--- config.mk ---
export PLATFORM = sky130hd
export DESIGN_NAME = bidir_port
export DESIGN_NICKNAME = d
export VERILOG_FILES = /design/src/gpio_pkg.sv /design/src/bidir_port.sv /design/src/pin_sync.sv
export SDC_FILE = /design/constraint.sdc
export NUM_CORES = 1
export LEC_CHECK = 0
export BUFFER_PORTS_ARGS = -buffer_cell sky130_fd_sc_hd__buf_4
export CORE_UTILIZATION = 30
export CTS_CLUSTER_SIZE = 24
export DETAILED_ROUTE_END_ITERATION = 8
export GPL_ROUTABILITY_DRIVEN = 0
export GPL_TIMING_DRIVEN = 0
export MAX_ROUTING_LAYER = met4
export PLACE_DENSITY_LB_ADDON = 0.08
export SETUP_SLACK_MARGIN = 0.3
export SKIP_LAST_GASP = 1
export SLEW_MARGIN = 5
export SYNTH_ARGS = -nofsm -noshare
export SYNTH_HDL_FRONTEND = slang
export SYNTH_SLANG_ARGS = --single-unit
--- constraint.sdc ---
create_clock -name clk_i -period 3.14 [get_ports clk_i]
set_clock_uncertainty 0.15 [all_clocks]
set_input_delay 0.314 -clock clk_i [delete_from_list [all_inputs] [get_ports clk_i]]
set_output_delay 0.314 -clock clk_i [all_outputs]
set_load 0.005 [all_outputs]
--- src/gpio_pkg.sv ---
// package for the eight-pin bidirectional port: register map, reset values, carriers
// assumes a classic wishbone slave with 32-bit data and byte addresses
package gpio_pkg;
  localparam int unsigned PORT_WIDTH = 8;
  localparam logic [7:0] OFF_PIN_DATA = 8'h00;
  localparam logic [7:0] OFF_DIRECTION = 8'h04;
  localparam logic [7:0] OFF_OUTPUT_LATCH = 8'h08;
  localparam logic [7:0] OFF_ANALOG_SELECT = 8'h0C;
  localparam logic [7:0] OFF_PERIPH_ENABLE = 8'h10;
  localparam logic [7:0] OFF_PERIPH_DATA = 8'h14;
  localparam logic [7:0] RST_DIRECTION = 8'hFF;
  localparam logic [7:0] RST_OUTPUT_LATCH = 8'h00;
  localparam logic [7:0] RST_ANALOG_SELECT = 8'hFF;
  localparam logic [7:0] RST_PERIPH_ENABLE = 8'h00;
  localparam logic [7:0] RST_PERIPH_DATA = 8'h00;
  localparam int unsigned SYNC_STAGES = 2;

  // wishbone request as seen by the slave
  typedef struct packed {
    logic cyc;
    logic stb;
    logic we;
    logic [7:0] adr;
    logic [3:0] sel;
    logic [31:0] dat;
  } wb_req_s;

  // per-pin drive request from one output source
  typedef struct packed {
    logic [7:0] en;
    logic [7:0] dat;
  } drive_s;

  typedef enum logic [1:0] {
    BUS_IDLE = 2'b01,
    BUS_ACK = 2'b10
  } bus_state_e;
endpackage : gpio_pkg

--- src/bidir_port.sv ---
// eight-pin bidirectional port with direction, latch, analog select and wishbone access
// assumes pads resolve the wire from pad_out_o and pad_oe_n_o; one clock, no interrupts
`timescale 1ns/1ns
`default_nettype none
// Operation
// eight pins, each independently usable as digital input or output.
// direction bit 1 makes pin input, output driver high impedance.
// direction bit 0 enables driver, pin shows output latch bit.
// port data read returns pin levels; write goes into output latch.
// writes are read-modify-write: sampled pins, modified, stored into latch.
// direction bits control drivers even for analog-selected pins.
// software keeps direction at input for analog pins.
// analog-selected pin reads digital zero; analog functions may operate.
// analog select never affects digital output drive.
// after reset all analog select bits are in analog setting.
// software clears analog select before using pin as digital input.
// with several enabled output sources, highest priority source drives pin.
module bidir_port (
  input wire logic clk_i, // system clock, 25 MHz
  input wire logic rst_i, // async reset, active high
  input wire logic wb_cyc_i, // wishbone cycle
  input wire logic wb_stb_i, // wishbone strobe
  input wire logic wb_we_i, // wishbone write enable
  input wire logic [7:0] wb_adr_i, // wishbone byte address
  input wire logic [3:0] wb_sel_i, // wishbone byte selects
  input wire logic [31:0] wb_dat_i, // wishbone write data
  output logic [31:0] wb_dat_o, // wishbone read data
  output logic wb_ack_o, // wishbone acknowledge
  output logic wb_err_o, // unmapped address answer
  input wire logic [7:0] pad_in_i, // pin levels from pads
  output logic [7:0] pad_out_o, // pin drive levels
  output logic [7:0] pad_oe_n_o, // output enable, low drives pin
  output logic [7:0] analog_en_o // analog function enable per pin
);
  gpio_pkg::wb_req_s req;
  gpio_pkg::bus_state_e bus_state_reg;
  gpio_pkg::bus_state_e bus_state_next;
  logic [7:0] direction_reg;
  logic [7:0] direction_next;
  logic [7:0] latch_reg;
  logic [7:0] latch_next;
  logic [7:0] analog_reg;
  logic [7:0] analog_next;
  logic [7:0] periph_en_reg;
  logic [7:0] periph_en_next;
  logic [7:0] periph_dat_reg;
  logic [7:0] periph_dat_next;
  logic [31:0] rdata_reg;
  logic [31:0] rdata_next;
  logic ack_reg;
  logic ack_next;
  logic err_reg;
  logic err_next;
  logic [7:0] pin_sync_lvl;
  logic [7:0] pin_read;
  gpio_pkg::drive_s gpio_src;
  gpio_pkg::drive_s periph_src;
  gpio_pkg::drive_s pin_drive;
  logic access;
  logic hit;
  logic wr_take; // write request taken this cycle
  logic rd_take; // read request taken this cycle
  logic wr_pin_data; // write strobe, pin data register
  logic wr_direction; // write strobe, direction register
  logic wr_latch; // write strobe, output latch
  logic wr_analog; // write strobe, analog select
  logic wr_periph_en; // write strobe, peripheral enable
  logic wr_periph_dat; // write strobe, peripheral data

  // merge byte lane 0 of write data into an old value when selected
  function automatic logic [7:0] lane0(input logic [7:0] old, input logic [3:0] sel,
                                       input logic [31:0] dat);
    lane0 = sel[0] ? dat[7:0] : old;
  endfunction : lane0

  // decide whether an address is mapped
  function automatic logic mapped(input logic [7:0] adr);
    if (adr == gpio_pkg::OFF_PIN_DATA) begin
      mapped = 1'b1;
    end else if (adr == gpio_pkg::OFF_DIRECTION) begin
      mapped = 1'b1;
    end else if (adr == gpio_pkg::OFF_OUTPUT_LATCH) begin
      mapped = 1'b1;
    end else if (adr == gpio_pkg::OFF_ANALOG_SELECT) begin
      mapped = 1'b1;
    end else if (adr == gpio_pkg::OFF_PERIPH_ENABLE) begin
      mapped = 1'b1;
    end else if (adr == gpio_pkg::OFF_PERIPH_DATA) begin
      mapped = 1'b1;
    end else begin
      mapped = 1'b0;
    end
  endfunction : mapped

  // pack the bus request
  assign req = '{cyc: wb_cyc_i, stb: wb_stb_i, we: wb_we_i, adr: wb_adr_i,
                 sel: wb_sel_i, dat: wb_dat_i};

  // pins pass two flip-flops before any logic reads them
  pin_sync u_pin_sync (
    .clk_i(clk_i),
    .rst_i(rst_i),
    .pin_i(pad_in_i),
    .pin_o(pin_sync_lvl)
  );

  // digital read path: analog-selected pins read as zero
  assign pin_read = pin_sync_lvl & ~analog_reg;

  // output sources: peripheral overrides plain port data
  always_comb begin
    gpio_src.en = ~direction_reg;
    gpio_src.dat = latch_reg;
    periph_src.en = periph_en_reg & ~direction_reg;
    periph_src.dat = periph_dat_reg;
    for (int i = 0; i < gpio_pkg::PORT_WIDTH; i++) begin
      if (periph_src.en[i]) begin
        pin_drive.en[i] = 1'b1;
        pin_drive.dat[i] = periph_src.dat[i];
      end else begin
        pin_drive.en[i] = gpio_src.en[i];
        pin_drive.dat[i] = gpio_src.dat[i];
      end
    end
  end

  // pad drive outputs from registers
  assign pad_out_o = pin_drive.dat;
  assign pad_oe_n_o = ~pin_drive.en;
  assign analog_en_o = analog_reg;

  // a new access is a request not yet acknowledged
  assign access = req.cyc && req.stb && (bus_state_reg == gpio_pkg::BUS_IDLE);
  assign hit = mapped(req.adr);

  // split a taken request by direction
  assign wr_take = access && req.we;
  assign rd_take = access && !req.we;

  // write strobes: one per register, an unmapped write raises none
  always_comb begin
    wr_pin_data = 1'b0;
    wr_direction = 1'b0;
    wr_latch = 1'b0;
    wr_analog = 1'b0;
    wr_periph_en = 1'b0;
    wr_periph_dat = 1'b0;
    if (wr_take) begin
      if (req.adr == gpio_pkg::OFF_PIN_DATA) begin
        wr_pin_data = 1'b1;
      end else if (req.adr == gpio_pkg::OFF_DIRECTION) begin
        wr_direction = 1'b1;
      end else if (req.adr == gpio_pkg::OFF_OUTPUT_LATCH) begin
        wr_latch = 1'b1;
      end else if (req.adr == gpio_pkg::OFF_ANALOG_SELECT) begin
        wr_analog = 1'b1;
      end else if (req.adr == gpio_pkg::OFF_PERIPH_ENABLE) begin
        wr_periph_en = 1'b1;
      end else if (req.adr == gpio_pkg::OFF_PERIPH_DATA) begin
        wr_periph_dat = 1'b1;
      end
    end
  end

  // bus handshake: one answer per taken request, no new request taken while it is shown
  always_comb begin
    bus_state_next = bus_state_reg;
    ack_next = 1'b0;
    err_next = 1'b0;
    case (bus_state_reg)
      gpio_pkg::BUS_IDLE: begin
        if (access) begin
          bus_state_next = gpio_pkg::BUS_ACK;
          ack_next = hit;
          err_next = ~hit;
        end
      end
      gpio_pkg::BUS_ACK: begin
        // no request is taken in the cycle the answer is shown, so a held strobe is not taken twice
        bus_state_next = gpio_pkg::BUS_IDLE;
      end
      default: begin
        bus_state_next = gpio_pkg::BUS_IDLE;
      end
    endcase
  end

  // register the handshake state
  always_ff @(posedge clk_i or posedge rst_i) begin
    if (rst_i) begin
      bus_state_reg <= gpio_pkg::BUS_IDLE;
      ack_reg <= 1'b0;
      err_reg <= 1'b0;
    end else begin
      bus_state_reg <= bus_state_next;
      ack_reg <= ack_next;
      err_reg <= err_next;
    end
  end

  // read data: cleared on every taken request, loaded on reads
  always_comb begin
    rdata_next = rdata_reg;
    if (access) begin
      rdata_next = 32'h0000_0000;
    end
    if (rd_take) begin
      if (req.adr == gpio_pkg::OFF_PIN_DATA) begin
        rdata_next = {24'h000000, pin_read};
      end else if (req.adr == gpio_pkg::OFF_DIRECTION) begin
        rdata_next = {24'h000000, direction_reg};
      end else if (req.adr == gpio_pkg::OFF_OUTPUT_LATCH) begin
        rdata_next = {24'h000000, latch_reg};
      end else if (req.adr == gpio_pkg::OFF_ANALOG_SELECT) begin
        rdata_next = {24'h000000, analog_reg};
      end else if (req.adr == gpio_pkg::OFF_PERIPH_ENABLE) begin
        rdata_next = {24'h000000, periph_en_reg};
      end else if (req.adr == gpio_pkg::OFF_PERIPH_DATA) begin
        rdata_next = {24'h000000, periph_dat_reg};
      end
    end
  end

  // register the read data
  always_ff @(posedge clk_i or posedge rst_i) begin
    if (rst_i) begin
      rdata_reg <= 32'h0000_0000;
    end else begin
      rdata_reg <= rdata_next;
    end
  end

  // direction next value: selected lane replaces the old bits
  always_comb begin
    direction_next = direction_reg;
    if (wr_direction) begin
      direction_next = lane0(direction_reg, req.sel, req.dat);
    end
  end

  // register the direction bits, all inputs after reset
  always_ff @(posedge clk_i or posedge rst_i) begin
    if (rst_i) begin
      direction_reg <= gpio_pkg::RST_DIRECTION;
    end else begin
      direction_reg <= direction_next;
    end
  end

  // output latch next value: pin data writes sample the pins first
  always_comb begin
    latch_next = latch_reg;
    if (wr_pin_data) begin
      // read-modify-write: unselected lane keeps sampled pin levels
      latch_next = lane0(pin_read, req.sel, req.dat);
    end else if (wr_latch) begin
      latch_next = lane0(latch_reg, req.sel, req.dat);
    end
  end

  // register the output latch
  always_ff @(posedge clk_i or posedge rst_i) begin
    if (rst_i) begin
      latch_reg <= gpio_pkg::RST_OUTPUT_LATCH;
    end else begin
      latch_reg <= latch_next;
    end
  end

  // analog select next value
  always_comb begin
    analog_next = analog_reg;
    if (wr_analog) begin
      analog_next = lane0(analog_reg, req.sel, req.dat);
    end
  end

  // register analog select, analog mode after any reset
  always_ff @(posedge clk_i or posedge rst_i) begin
    if (rst_i) begin
      analog_reg <= gpio_pkg::RST_ANALOG_SELECT;
    end else begin
      analog_reg <= analog_next;
    end
  end

  // peripheral source next values
  always_comb begin
    periph_en_next = periph_en_reg;
    periph_dat_next = periph_dat_reg;
    if (wr_periph_en) begin
      periph_en_next = lane0(periph_en_reg, req.sel, req.dat);
    end
    if (wr_periph_dat) begin
      periph_dat_next = lane0(periph_dat_reg, req.sel, req.dat);
    end
  end

  // register the peripheral source, disabled after reset
  always_ff @(posedge clk_i or posedge rst_i) begin
    if (rst_i) begin
      periph_en_reg <= gpio_pkg::RST_PERIPH_ENABLE;
      periph_dat_reg <= gpio_pkg::RST_PERIPH_DATA;
    end else begin
      periph_en_reg <= periph_en_next;
      periph_dat_reg <= periph_dat_next;
    end
  end

  // bus answers come from flip-flops
  assign wb_dat_o = rdata_reg;
  assign wb_ack_o = ack_reg;
  assign wb_err_o = err_reg;
endmodule : bidir_port
`default_nettype wire

--- src/pin_sync.sv ---
// two-stage synchroniser for the eight pin levels
// assumes pins change asynchronously to clk_i
`timescale 1ns/1ns
`default_nettype none
module pin_sync (
  input wire logic clk_i, // system clock
  input wire logic rst_i, // async reset, active high
  input wire logic [7:0] pin_i, // raw pin levels
  output logic [7:0] pin_o // synchronised levels
);
  logic [7:0] meta_reg;
  logic [7:0] meta_next;
  logic [7:0] sync_reg;
  logic [7:0] sync_next;

  // next values: first stage feeds only the second
  always_comb begin
    meta_next = pin_i;
    sync_next = meta_reg;
  end

  // register both stages
  always_ff @(posedge clk_i or posedge rst_i) begin
    if (rst_i) begin
      meta_reg <= 8'h00;
      sync_reg <= 8'h00;
    end else begin
      meta_reg <= meta_next;
      sync_reg <= sync_next;
    end
  end

  assign pin_o = sync_reg;
endmodule : pin_sync
`default_nettype wire

==> summary.md <==
| Metric | Value |
|---|---|
| Status | complete, no violations |
| Worst rel slew slack | 0.3698 |
| Leak pwr | between 0.002 and 0.003 uW |
| Flops & latches, synth | 92 |
| Family with the most delay on the worst path | simple AND/OR/NAND/NOR gates |
| Final Cycle Share | 0.7554 |
| RSZ-0062 raised after global routing | false |
| Setup_tns | 0 ps |
| Max Clock Freq | 421.6 MHz |
| Largest area contributor in the netlist | dfrtp_1 |
| Hold WC Path Type | in2reg |
| DIE WIDTH | 119.0 um |
| CP Data Required Time | between 3000 and 4000 ps |
| Number of global-route vias before repair | 3,063 |
| Critical path peak fanout | 10 |
| Slowest-stage cell, CP | dfstp_2 |
| WP data arrival | ~2500 ps |
| Fin crit period | roughly 2400 ps |
| Syn Area/Cell | 12.33 um^2 |
| Number of synthesized flops with an enable pin | 0 |
| Sequential fraction of the synthesis area | 0.5658 |
| Post_cts resized | 0 |
| Peak supply drop | roughly 0.00034 V |
| IO buf count | slightly below 90 |
| Post-synth net total | a little under 400 |
| HPWL Detailed | roughly 7700 um |
| Non-Filler Instances | between 600 and 700 |
| Critical path launch point type | flop |
| Die area | 0.01416 mm^2 |
| Buf/Inv on CP | 2 |
| Effective utilization at floorplan | 0.3089 |
| Diodes inserted | 0 |
| Final Hold Viols | 0 |
| CTS tree | yes |
| # IOs | between 100 and 150 |
| Least-Margin Pin Slew | about 940 ps |
| Crit Path Category | reg2reg |
| First-pass GRT wire length | 17,840 um |
| Post-synth cell types | 43 |
| Netlist area before placement | between 0.004 and 0.005 mm^2 |
| Congestion Overflow GR | 0 |
| Number of flip-flops in the largest register | 32 |
| Drt wl/cell | ~18 um |
| Cell count after synthesis | about 330 |
| Top_reg_cell synth | dfrtp_1 |
| Routed WL | about 11,000 um |
| Clk pin slew, worst setup/hold paths | about 60 ps |
| Area grow syn2layout | 31.93% |
| Via density | 4.756 |
| Pwr Density | 470.6 mW/mm^2 |
| Post-Route Utilization | 0.4075 |
| Layout cells sized above 1 | 0.4238 |
| Fin nets | 498 |
| Max H-tree Level | 3 |
| Core ar. | roughly 0.013 mm^2 |
| CTS root buf | clkbuf_16 |
| # clock sinks | roughly 90 |
| Worst skew pair latency | ~340 ps |
| DRT iter0 DRCs | between 150 and 200 |
| Maximum buffer depth of the clock tree | 2 |
| # rows | 42 |
| Asr flop ratio synth | 1.000 |
| Die Y-Extent | 119.0 um |
| Area of the multi-input gates | between 0.0015 and 0.002 mm^2 |
| Fillers | 1,330 |
| Area contributors post-synth | dfrtp_1 46%, mux2_2 15%, dfstp_2 11%, and2_1 4.6%, a21o_1 2.2% |
| Initial antenna violation count | 0 |
| Final Max Tran Viols | 0 |
| Via Count | ~3,000 |
| # hold bufs at CTS | 9 |
| Remaining DRCs | 0 |
| Drt first pass iters | 4 |
| Largest stage delay, worst path | between 500 and 600 ps |
| Yosys warning count | 0 |
| Crit end category | flop |
| Detail Route Antenna Nets | 0 |
| Dpl cells | 597 |
| Post-synth top area share | 0.4570 |
| CTS buffer count | 9 |
| Largest net degree at the start of global routing | 50 |
| Max-cap violations | 0 |
| CP Cell Sequence | nand4b_1, clkbuf_1, nor3_1, and2_1, buf_2, mux2_2 |
| Postcts setup bufs | 0 |
| Register area | roughly 0.0023 mm^2 |
| Worst hold margin | ~73 ps |
| Gr usage total | 0.1772 |
| Final setup violating endpoints | 0 |
==> synthesized netlist by cell type, types with 2 or more instances <==
master and count:
mux2_2 53, a21oi_1 5, nor2b_1 8, mux2_1 8
nand2_1 10, a22oi_1 12, nor3_1 9, o32ai_1 4
clkbuf_1 17, o21ai_1 4, a22o_1 3, dfstp_2 17
dfrtp_1 75, nor2_1 6, a21o_1 12, and2_1 30
inv_1 4, o21ai_0 12, buf_2 7, o32a_1 4
nand3_1 2, nand2b_1 10
==> placed cells by master (no fill, tap or decap), drive strengths merged, types with 4 or more instances in the layout <==
master and instances:
mux2 61, dfstp 17, inv 4, a21o 12, nand2 11, o21ai 16, nor2b 8, dlygate4sd3 9
nor2 7, nor3 10, dfrtp 75, a22oi 12, o32a 4, nand2b 10, and2 30, clkbuf 28
o32ai 4, buf 96, a21oi 5
==> path summary, 6_finish.rpt <==
kind                                        start             endpoint  slack, ps  cells after the start
max in group asynchronous                   rst_i       analog_en_o[5]       1690                      4
max                              bus_state_reg[0]         latch_reg[5]        770                      6
min reg2reg                u_pin_sync.meta_reg[0]  u_pin_sync.pin_o[0]        200                      0
min                                   wb_dat_i[2]     periph_en_reg[2]         70                      2
min in group asynchronous                   rst_i          wb_dat_o[7]        450                      3
max reg2reg                      bus_state_reg[0]         latch_reg[5]        770                      6
==> power by group <==
group | internal [uW] | total (uW) | switching [uW]
Clock | 715 | 1160 | 442
Sequential | 1210 | 1220 | 9.33
Combinational | 76.4 | 176 | 99.2
==> kinds of logic after synthesis <==
logic type,count (synthesis),synth area share
flip-flops,92,0.5658
buffers and inverters,29,0.02955
multiplexers,61,0.1673
AO/OA/AOI/OAI,60,0.1021
AND/OR/NAND/NOR,91,0.1353
==> layout make-up <==
type,count,area share
multi-input cells,212,0.3067
well taps,176,0.04065
repair buffers,97,0.1423
clock inverters,5,0.01386
inverters,4,0.003233
clock buffers,11,0.04480
flip-flops and latches,92,0.4289
plain buffers,25,0.01963
==> per-stage QoR <==
step | power (uW) | worst slack [ps] | area, um^2
global placement | 1401 | -951.0 | 4980
global route | 2658 | 647.4 | 5418
finish | 2550 | 767.9 | 5418
CTS | 2598 | 768.0 | 5418
floorplan | 1317 | 312.2 | 4106
detailed placement | 1408 | 655.3 | 5010
==> routing by layer <==
| metal | up-vias | track usage | wire length [um] |
|---|---|---|---|
| li1 | 1407 | - | - |
| met1 | 1465 | 0.2329 | 5255 |
| met2 | 75 | 0.2624 | 5399 |
| met3 | 11 | 0.04167 | 526 |
| met4 | 0 | 0.07199 | 165 |
| met5 | - | - | 0 |
Note: power is estimated with default switching activity, not from simulation.
